File: src/sclkm_pkg.sv
// Notes on behaviour
// - two-stage prescaler feeds twenty-one-stage divider
// - prescaler and divider cleared on reset, stop
// - stage seven source from mode and selects
// - slow modes feed low clock into stage seven
// - warm-up from fast feeds stage six onward
// - machine cycle is four one-clock states
// - single clock: fast oscillator only, pins ports
// - reset leaves single-clock fast run
// - doze request halts core; interrupt wakes it
// - doze wake takes interrupt if master enabled
// - timing halt gates all but time base
// - time base falling edge ends deep doze
// - deep doze ignores tbase enable; service needs three
// - tbase enable at entry sets latch on return
// - dual clock: both oscillators, main clock by mode
// - machine cycle four periods of chosen source
// - dual fast run clocks core from fast clock
// - core select and fast enable steer dual modes
// - slow modes stop prescaler and stages one-six
`default_nettype none
package sclkm_pkg;
    // register word indices
    localparam logic [1:0] SCLKM_SYS_CTRL_TWO = 2'h0;
    localparam logic [1:0] SCLKM_TBASE_CTRL = 2'h1;
    localparam logic [1:0] SCLKM_STATUS = 2'h2;
    // system_control_two fields
    localparam int SCLKM_CORE_SEL_BIT = 0;
    localparam int SCLKM_DOZE_BIT = 1;
    localparam int SCLKM_HALT_BIT = 2;
    localparam int SCLKM_FAST_EN_BIT = 3;
    localparam int SCLKM_SLOW_EN_BIT = 4;
    // tbase_control fields
    localparam int SCLKM_TB_EN_BIT = 0;
    localparam int SCLKM_TB_SEL_LO = 1;
    localparam int SCLKM_S7_SEL_BIT = 4;
    // status fields
    localparam int SCLKM_ST_MODE_LO = 0;
    localparam int SCLKM_ST_PHASE_LO = 4;
    // reset values
    localparam logic SCLKM_FAST_EN_RST = 1'b1;
    localparam logic SCLKM_SLOW_EN_RST = 1'b0;
    localparam logic [2:0] SCLKM_TB_SEL_RST = 3'h0;
    // timing
    localparam int SCLKM_PRE_W = 2;
    localparam int SCLKM_DIV_W = 21;
    localparam int SCLKM_LOW_STAGES = 6;
    localparam int SCLKM_WARM_BIT_DEF = 20;
    localparam logic [1:0] SCLKM_LAST_PHASE = 2'h3;

    typedef enum logic [3:0] {
        fast_run_single = 4'h0,
        fast_doze_single = 4'h1,
        deep_doze_single = 4'h3,
        fast_run_dual = 4'h2,
        fast_doze_dual = 4'h6,
        slow_run_dual = 4'h7,
        slow_only_run = 4'h5,
        slow_doze_only = 4'h4,
        stop_held = 4'hc,
        stop_warm = 4'hd
    } sclkm_mode_t;

    // divider stage watched by each time-base source select
    function automatic logic [4:0] sclkm_tb_stage(input logic [2:0] sel);
        logic [4:0] r;
        r = 5'h14;
        case (sel)
            3'h0: r = 5'h14;
            3'h1: r = 5'h12;
            3'h2: r = 5'h10;
            3'h3: r = 5'h0e;
            3'h4: r = 5'h0c;
            3'h5: r = 5'h0a;
            3'h6: r = 5'h08;
            default: r = 5'h06;
        endcase
        return r;
    endfunction

    function automatic logic sclkm_is_slow(input sclkm_mode_t m);
        return (m == slow_run_dual) || (m == slow_only_run) || (m == slow_doze_only);
    endfunction
endpackage
`default_nettype wire

File: src/sclkm_top.sv
`default_nettype none
module sclkm_top import sclkm_pkg::*; #(
    parameter int WARM_BIT = SCLKM_WARM_BIT_DEF
) (
    // clock and reset
    input wire logic mclk_in,
    input wire logic rst_in,
    // oscillator clocks, sampled
    input wire logic high_freq_clock_in,
    input wire logic low_freq_clock_in,
    // register port
    input wire logic [1:0] reg_addr_in,
    input wire logic [7:0] reg_wdata_in,
    input wire logic reg_write_in,
    input wire logic reg_read_in,
    output logic [7:0] reg_rdata_out,
    // core side events
    input wire logic irq_req_in,
    input wire logic master_irq_enable_in,
    input wire logic tbase_irq_individual_enable_in,
    input wire logic stop_req_in,
    input wire logic stop_release_in,
    // clock and mode outputs
    output logic main_tick_out,
    output logic [1:0] machine_state_out,
    output logic cycle_end_out,
    output logic core_run_out,
    output logic periph_run_out,
    output logic tbase_run_out,
    output logic fast_osc_on_out,
    output logic slow_osc_on_out,
    output logic slow_pins_port_out,
    output logic [SCLKM_DIV_W-1:0] divider_out,
    output logic [3:0] mode_out,
    // wake outputs
    output logic irq_take_out,
    output logic resume_next_out,
    output logic tbase_irq_latch_out
);
    sclkm_mode_t mode_q, mode_d;
    logic fc_prev_q, fs_prev_q;
    logic [SCLKM_PRE_W-1:0] pre_q;
    logic [SCLKM_DIV_W-1:0] div_q;
    logic core_sel_q, fast_en_q, slow_en_q, halt_q, doze_req_q;
    logic tb_en_q, s7_sel_q;
    logic [2:0] tb_sel_q;
    logic tb_prev_q, tb_at_entry_q, from_fast_q, clk_slow_q;
    logic [1:0] phase_q;
    logic [7:0] rdata_d;

    // edges of the sampled oscillators
    wire fc_tick = high_freq_clock_in & ~fc_prev_q;
    wire fs_tick = low_freq_clock_in & ~fs_prev_q;
    wire fs_fall = ~low_freq_clock_in & fs_prev_q;

    wire in_stop = (mode_q == stop_held);
    wire in_warm = (mode_q == stop_warm);
    wire mode_slow = sclkm_is_slow(mode_q);
    wire warm_slow = in_warm & ~from_fast_q;

    // prescaler and stages one to six halt in slow modes
    wire low_run = ~mode_slow & ~in_stop & ~warm_slow;
    wire pre_carry = low_run & fc_tick & (pre_q == {SCLKM_PRE_W{1'b1}});
    wire low_carry = pre_carry & (div_q[SCLKM_LOW_STAGES-1:0] == {SCLKM_LOW_STAGES{1'b1}});

    // stage seven input: slow modes force low clock, fast warm-up forces stage six
    wire s7_tick = (mode_slow | warm_slow) ? fs_tick :
                   in_warm ? low_carry :
                   (s7_sel_q ? fs_tick : low_carry);

    // STOP entry and release both wipe the chain
    wire stop_enter = (mode_d == stop_held) & ~in_stop;
    wire div_clear = stop_enter | (in_stop & stop_release_in);

    // deep doze wake on falling edge of selected time-base source
    wire [4:0] tb_idx = sclkm_tb_stage(tb_sel_q);
    wire tb_src = div_q[tb_idx];
    wire tb_fall = tb_prev_q & ~tb_src;

    wire warm_done = in_warm & div_q[WARM_BIT];
    wire run_state = (mode_q == fast_run_single) | (mode_q == fast_run_dual) |
                     (mode_q == slow_run_dual) | (mode_q == slow_only_run);
    wire doze_state = (mode_q == fast_doze_single) | (mode_q == fast_doze_dual) |
                      (mode_q == slow_doze_only);

    // main clock source: switch on a tick of the old source, or to fast on a low-clock fall with a fast tick,
    // the new source then starts a whole period, so no short state
    wire want_slow = mode_slow;
    wire cur_tick = clk_slow_q ? fs_tick : fc_tick;
    wire main_tick = cur_tick & ~in_stop & ~in_warm;
    wire core_runs = run_state;
    wire periph_runs = (run_state | doze_state) & ~in_stop & ~in_warm;

    // register writes
    wire wr_sys = reg_write_in & (reg_addr_in == SCLKM_SYS_CTRL_TWO);
    wire wr_tb = reg_write_in & (reg_addr_in == SCLKM_TBASE_CTRL);

    always_comb begin
        mode_d = mode_q;
        unique case (mode_q)
            fast_run_single: begin
                if (stop_req_in) begin
                    mode_d = stop_held;
                end else if (halt_q) begin
                    mode_d = deep_doze_single;
                end else if (doze_req_q) begin
                    mode_d = fast_doze_single;
                end else if (slow_en_q) begin
                    mode_d = fast_run_dual;
                end
            end
            fast_doze_single: begin
                if (irq_req_in) begin
                    mode_d = fast_run_single;
                end
            end
            deep_doze_single: begin
                if (tb_fall) begin
                    mode_d = fast_run_single;
                end
            end
            fast_run_dual: begin
                if (stop_req_in) begin
                    mode_d = stop_held;
                end else if (doze_req_q) begin
                    mode_d = fast_doze_dual;
                end else if (!slow_en_q) begin
                    mode_d = fast_run_single;
                end else if (core_sel_q) begin
                    mode_d = slow_run_dual;
                end
            end
            fast_doze_dual: begin
                if (irq_req_in) begin
                    mode_d = fast_run_dual;
                end
            end
            slow_run_dual: begin
                if (stop_req_in) begin
                    mode_d = stop_held;
                end else if (doze_req_q) begin
                    mode_d = slow_doze_only;
                end else if (!core_sel_q) begin
                    mode_d = fast_run_dual;
                end else if (!fast_en_q) begin
                    mode_d = slow_only_run;
                end
            end
            slow_only_run: begin
                if (stop_req_in) begin
                    mode_d = stop_held;
                end else if (doze_req_q) begin
                    mode_d = slow_doze_only;
                end else if (fast_en_q) begin
                    mode_d = slow_run_dual;
                end
            end
            slow_doze_only: begin
                if (irq_req_in) begin
                    mode_d = fast_en_q ? slow_run_dual : slow_only_run;
                end
            end
            stop_held: begin
                if (stop_release_in) begin
                    mode_d = stop_warm;
                end
            end
            stop_warm: begin
                if (warm_done) begin
                    mode_d = !from_fast_q ? slow_only_run : (slow_en_q ? fast_run_dual : fast_run_single);
                end
            end
            default: mode_d = fast_run_single;
        endcase
    end

    // register read mux
    always_comb begin
        rdata_d = 8'h00;
        if (reg_read_in) begin
            unique case (reg_addr_in)
                SCLKM_SYS_CTRL_TWO: begin
                    rdata_d[SCLKM_CORE_SEL_BIT] = core_sel_q;
                    rdata_d[SCLKM_HALT_BIT] = halt_q;
                    rdata_d[SCLKM_FAST_EN_BIT] = fast_en_q;
                    rdata_d[SCLKM_SLOW_EN_BIT] = slow_en_q;
                end
                SCLKM_TBASE_CTRL: begin
                    rdata_d[SCLKM_TB_EN_BIT] = tb_en_q;
                    rdata_d[SCLKM_TB_SEL_LO +: 3] = tb_sel_q;
                    rdata_d[SCLKM_S7_SEL_BIT] = s7_sel_q;
                end
                SCLKM_STATUS: begin
                    rdata_d[SCLKM_ST_MODE_LO +: 4] = mode_q;
                    rdata_d[SCLKM_ST_PHASE_LO +: 2] = phase_q;
                end
                default: rdata_d = 8'h00;
            endcase
        end
    end

    always_ff @(posedge mclk_in or posedge rst_in) begin
        if (rst_in) begin
            mode_q <= fast_run_single;
            fc_prev_q <= 1'b0;
            fs_prev_q <= 1'b0;
            clk_slow_q <= 1'b0;
        end else begin
            mode_q <= mode_d;
            fc_prev_q <= high_freq_clock_in;
            fs_prev_q <= low_freq_clock_in;
            if (want_slow != clk_slow_q) begin
                // moving to fast switches on a low-clock rise, or on a low-clock fall that meets a fast tick
                if (clk_slow_q ? (fs_fall & fc_tick) | fs_tick : fc_tick) begin
                    clk_slow_q <= want_slow;
                end
            end
        end
    end

    always_ff @(posedge mclk_in or posedge rst_in) begin
        if (rst_in) begin
            pre_q <= '0;
            div_q <= '0;
            tb_prev_q <= 1'b0;
        end else if (div_clear) begin
            pre_q <= '0;
            div_q <= '0;
            tb_prev_q <= 1'b0;
        end else begin
            if (low_run && fc_tick) begin
                pre_q <= pre_q + 2'h1;
            end
            if (pre_carry) begin
                div_q[SCLKM_LOW_STAGES-1:0] <= div_q[SCLKM_LOW_STAGES-1:0] + 6'h01;
            end
            if (s7_tick && !in_stop) begin
                div_q[SCLKM_DIV_W-1:SCLKM_LOW_STAGES] <= div_q[SCLKM_DIV_W-1:SCLKM_LOW_STAGES] + 15'h0001;
            end
            tb_prev_q <= tb_src;
        end
    end

    always_ff @(posedge mclk_in or posedge rst_in) begin
        if (rst_in) begin
            core_sel_q <= 1'b0;
            fast_en_q <= SCLKM_FAST_EN_RST;
            slow_en_q <= SCLKM_SLOW_EN_RST;
            tb_en_q <= 1'b0;
            tb_sel_q <= SCLKM_TB_SEL_RST;
            s7_sel_q <= 1'b0;
        end else begin
            if (wr_sys) begin
                core_sel_q <= reg_wdata_in[SCLKM_CORE_SEL_BIT];
                fast_en_q <= reg_wdata_in[SCLKM_FAST_EN_BIT];
                slow_en_q <= reg_wdata_in[SCLKM_SLOW_EN_BIT];
            end
            if (wr_tb) begin
                tb_en_q <= reg_wdata_in[SCLKM_TB_EN_BIT];
                tb_sel_q <= reg_wdata_in[SCLKM_TB_SEL_LO +: 3];
                s7_sel_q <= reg_wdata_in[SCLKM_S7_SEL_BIT];
            end
        end
    end

    // doze and halt requests; the halt field reads one until deep doze ends
    always_ff @(posedge mclk_in or posedge rst_in) begin
        if (rst_in) begin
            doze_req_q <= 1'b0;
            halt_q <= 1'b0;
            tb_at_entry_q <= 1'b0;
            from_fast_q <= 1'b1;
        end else begin
            doze_req_q <= wr_sys & reg_wdata_in[SCLKM_DOZE_BIT] & run_state;
            if (mode_q == deep_doze_single && mode_d == fast_run_single) begin
                halt_q <= 1'b0;
            end else if (wr_sys && reg_wdata_in[SCLKM_HALT_BIT] && mode_q == fast_run_single) begin
                halt_q <= 1'b1;
            end
            if (mode_d == deep_doze_single && mode_q != deep_doze_single) begin
                tb_at_entry_q <= tb_en_q;
            end
            if (stop_enter) begin
                from_fast_q <= ~mode_slow;
            end
        end
    end

    // machine states S0..S3, one main clock each, counted only while the core runs
    always_ff @(posedge mclk_in or posedge rst_in) begin
        if (rst_in) begin
            phase_q <= 2'h0;
            cycle_end_out <= 1'b0;
            main_tick_out <= 1'b0;
        end else begin
            main_tick_out <= main_tick;
            cycle_end_out <= main_tick & core_runs & (phase_q == SCLKM_LAST_PHASE);
            if (main_tick && core_runs) begin
                phase_q <= phase_q + 2'h1;
            end
        end
    end

    // wake outcomes, one-cycle pulses
    always_ff @(posedge mclk_in or posedge rst_in) begin
        if (rst_in) begin
            irq_take_out <= 1'b0;
            resume_next_out <= 1'b0;
            tbase_irq_latch_out <= 1'b0;
        end else begin
            irq_take_out <= 1'b0;
            resume_next_out <= 1'b0;
            tbase_irq_latch_out <= 1'b0;
            if (doze_state && mode_d != mode_q) begin
                irq_take_out <= master_irq_enable_in;
                resume_next_out <= ~master_irq_enable_in;
            end
            if (mode_q == deep_doze_single && tb_fall) begin
                irq_take_out <= master_irq_enable_in & tbase_irq_individual_enable_in & tb_en_q;
                resume_next_out <= ~(master_irq_enable_in & tbase_irq_individual_enable_in & tb_en_q);
                tbase_irq_latch_out <= tb_at_entry_q;
            end
        end
    end

    // registered status outputs
    always_ff @(posedge mclk_in or posedge rst_in) begin
        if (rst_in) begin
            reg_rdata_out <= 8'h00;
            machine_state_out <= 2'h0;
            core_run_out <= 1'b0;
            periph_run_out <= 1'b0;
            tbase_run_out <= 1'b0;
            fast_osc_on_out <= 1'b0;
            slow_osc_on_out <= 1'b0;
            slow_pins_port_out <= 1'b1;
            divider_out <= '0;
            mode_out <= 4'h0;
        end else begin
            reg_rdata_out <= rdata_d;
            machine_state_out <= phase_q;
            core_run_out <= core_runs;
            periph_run_out <= periph_runs;
            tbase_run_out <= ~in_stop;
            fast_osc_on_out <= ~in_stop & (mode_q != slow_only_run) & (mode_q != slow_doze_only);
            slow_osc_on_out <= ~in_stop & (slow_en_q | mode_slow);
            slow_pins_port_out <= (mode_q == fast_run_single) | (mode_q == fast_doze_single) |
                                  (mode_q == deep_doze_single);
            divider_out <= div_q;
            mode_out <= mode_q;
        end
    end
endmodule
`default_nettype wire

File: config.mk
export PLATFORM = sky130hd
export DESIGN_NAME = sclkm_top
export DESIGN_NICKNAME = d
export VERILOG_FILES = /design/src/sclkm_pkg.sv /design/src/sclkm_top.sv
export SDC_FILE = /design/constraint.sdc
export NUM_CORES = 1
export LEC_CHECK = 0
export BUFFER_PORTS_ARGS = -buffer_cell sky130_fd_sc_hd__buf_2
export CAP_MARGIN = 0
export CELL_PAD_IN_SITES_DETAIL_PLACEMENT = 1
export CELL_PAD_IN_SITES_GLOBAL_PLACEMENT = 1
export CORE_ASPECT_RATIO = 0.9
export CORE_UTILIZATION = 44
export DETAILED_ROUTE_END_ITERATION = 8
export PLACE_DENSITY = 0.9
export SYNTH_ARGS = -nofsm -noshare
export SYNTH_HDL_FRONTEND = slang
export SYNTH_SLANG_ARGS = --single-unit
File: constraint.sdc
create_clock -name mclk_in -period 3.1 [get_ports mclk_in]
set_input_delay 0.31 -clock mclk_in [delete_from_list [all_inputs] [get_ports mclk_in]]
set_output_delay 0.31 -clock mclk_in [all_outputs]
set_load 0.005 [all_outputs]
==> impl_metrics.csv <==
group,metric,value,unit
critical_path,cp.buffers_inverters,0,
timing,drv_slew,0,
synthesis,avgSynthCellArea,11.1,um2
critical_path,crit_path_start_kind,"register",
placed_design,gp_congestion,0.887,
drt,dr_wl_met2,4.99,mm
critical_path,path_delay_family,"compound AO/OA/AOI/OAI gates",
drt,drc_errors,0,
placed_design,dp_slack,0.615,ns
synthesis,yosysTopAreaCellShare,53.4,%
clock_tree,cts_tree,"yes",
synthesis,syn_area,0.00403,mm2
clock_tree,htree_num_levels,3,
die,start_util,46.2,%
critical_path,ff2ff_setup_slack,0.53,ns
synthesis,synth.most_common_cell,"dfrtp_1",
synthesis,synth_area_leaders,"dfrtp_1 53%, mux2_2 3.4%, nor2_1 3.3%, nand2_1 3.2%, ha_1 2.5%",
timing,worst_slew_pin_slew,0.597,ns
drt,top_layer,"met4",
clock_tree,numCtsBuffers,9,
status,outcome,"complete, no violations",
die,io_pins,67,
critical_path,slowest_delay,0.56,ns
pwr,power-per-cell-area,763,mW/mm2
finish,multi_input_area,0.00169,mm2
drt,post_drt_wl_per_cell,18.8,um
synthesis,synth_flop_cell,"dfrtp_1",
timing,finalCritPeriodShare,82.8,%
critical_path,cp_cell_sequence,"nand2b_1 > a211oi_1 > a2bb2oi_2 > mux2_2 > or3_1 > a21oi_1",
critical_path,crit_arrival,2.86,ns
timing,fmax,0.390,GHz
synthesis,ys_ff_latch,89,
synthesis,yosysTopAreaCell,"dfrtp_1",
die,die_x,103,um
die,dieArea,0.00955,mm2
drt,via_per_inst,5.71,
pwr,ir_worst_vdd,0.305,mV
placed_design,port_buffers,61,
drt,dr.pass1.iters,5,
clock_tree,clk_latency,0.38,ns
flow_run,maxCapViolCount,0,
timing,setup_viol,0,
timing,finalHoldViolCount,0,
clock_tree,root_buffer,"clkbuf_8",
critical_path,cp.required,3.39,ns
critical_path,end_kind,"register",
pwr,leakage,2.29,nW
critical_path,critical_path.max_fanout,14,
synthesis,synth.distinct_cells,57,
drt,first_iter_violations,184,
die,die_h,92.8,um
global_route,grt_max_degree,32,
synthesis,ys_warn_count,0,
timing,fin_crit,2.57,ns
finish,antenna_cells,0,
global_route,antenna_found_initial,0,
critical_path,path_class,"register to register",
min_path,worst_hold_path_type,"input pin to register",
timing,fin_skew,0.0218,ns
finish,area_growth,16.3,%
global_route,grt_pass1_vias,3384,
timing,setup_ws,0.535,ns
drt,wirelength,10.5,mm
die,row_count,32,
finish,fill_cells,991,
critical_path,slowest_stage,"dfrtp_1",
clock_tree,postCtsSetupBuffers,0,
clock_tree,cts_sinks,89,
drt,wl_met1,4.49,mm
timing,rsz0062_at_grt,"false",
synthesis,synthArstFlopShare,100,%
timing,tns,0,ns
die,core_area,0.00873,mm2
synthesis,synthTopCellsByCount,"86 x dfrtp_1, 35 x nor2_1, 34 x nand2_1, 14 x a21oi_1, 14 x o21ai_0",
clock_tree,clk_pin_slew,0.09,ns
finish,seq_area,0.00223,mm2
global_route,grt-ovfl-total,0,
finish,drive_above_1_share,25.6,%
synthesis,synth-seq-area-share,55.3,%
global_route,grtUsageTotal,23.9,%
timing,max-slew-margin-rel,60.2,%
global_route,grt_first_pass_wirelength,17.2,mm
synthesis,synthCells,364,
drt,via_count,3175,
synthesis,synth_edf_count,0,
clock_tree,clock_path_buffers,2,
drt,antenna_left,0,
drt,dr_wl_met3,607,um
finish,nets,461,
placed_design,dp_hpwl,7.29,mm
[cells by family after synthesis]
logic type | share of synthesized area (%)
and+or+nand+nor | 18.0
DFF | 55.3
AOI/OAI and AO/OA | 11.9
muxes | 7.26
buffers and inverters | 2.85
xor gates and xnor gates | 2.17
adders and majority gates | 2.48
other | 0.0930
[worst register-to-register path, delay by kind of cell, from the launching register on]
kind	cells	cell delay, ns
AND/OR/NAND/NOR	2	0.61
multiplexers	1	0.48
AO/OA/AOI/OAI	3	0.86
flip-flops	1	0.56
[power breakdown]
group | internal [W] | switching (W)
clock network | 0.000396 | 0.000430
logic | 0.000471 | 0.000657
registers | 0.00138 | 0.000240
[through the flow]
stage / hold WS [ns] / total power, W / cells / instance area [um2] / utilization, %
floorplan: 0.341 / 0.00233 / 365 / 4040 / -
global placement: 0.341 / 0.00265 / 539 / 4470 / 51.3
detailed placement: 0.364 / 0.00274 / 539 / 4470 / 51.3
CTS: 0.0606 / 0.00358 / 556 / 4690 / 53.7
global route: 0.0616 / 0.00378 / 556 / 4690 / 53.7
finish: 0.0669 / 0.00358 / 556 / 4690 / 53.7
[area by class of cell]
type	count	area share [%]
timing repair buffer	70	8.01
clock inverter	6	1.41
tap	119	3.18
clock buffer	10	2.94
multi-input combinational	252	36.1
inverter	10	0.827
sequential	89	47.6
[final timing paths]
kind                       cells after the start                   end                from
hold / removal                                 1             fc_prev_q  high_freq_clock_in
max in group asynchronous                      4             fast_en_q              rst_in
setup reg to reg                               6             div_q[17]           mode_q[1]
min in group asynchronous                      3  machine_state_out[0]              rst_in
setup / recovery                               6             div_q[17]           mode_q[1]
hold reg to reg                                0        divider_out[1]            div_q[1]
[cell usage in the layout, fill, tap and decap left out, types with 3 or more instances in the layout]
cell type   instances
a211oi_1            4
or3_1               5
o211ai_1            6
a31o_2              3
xor2_1              4
a31oi_1             3
nand3_1             9
dfstp_2             3
dfrtp_1            86
nand2b_1            7
buf_4               8
mux2_2             12
nor2_1             35
and3_1             11
nor2b_1             7
a21oi_1            14
clkinvlp_4          3
and2_1              6
a222oi_1            4
clkbuf_8           10
nand4_1             7
xnor2_1             6
inv_1               9
o21ai_0            14
nor3_1              8
mux2i_1             9
nand2_1            34
buf_2              61
ha_1                8
[routing by layer]
metal / vias up / GRT usage [%]
met5: - / 0
met4: 0 / 12.1
met3: 29 / 5.43
met2: 111 / 37.0
met1: 1597 / 31.4
li1: 1438 / -
[sequential cells by signal, indices dropped and copies added, names as in the netlist, 2 cells and up]
| register | count |
|---|---|
| mode_q | 4 |
| div_q | 21 |
| pre_q | 2 |
| mode_out | 4 |
| divider_out | 21 |
| phase_q | 2 |
| tb_sel_q | 3 |
| machine_state_out | 2 |
| reg_rdata_out | 6 |
[what timing repair did]
| action | in CTS | in global routing |
|---|---|---|
| resized for setup | 0 | 0 |
| hold buffers | 1 | 0 |
| hold endpoints to repair | 28 | 0 |
(Power assumes the default switching activity.)
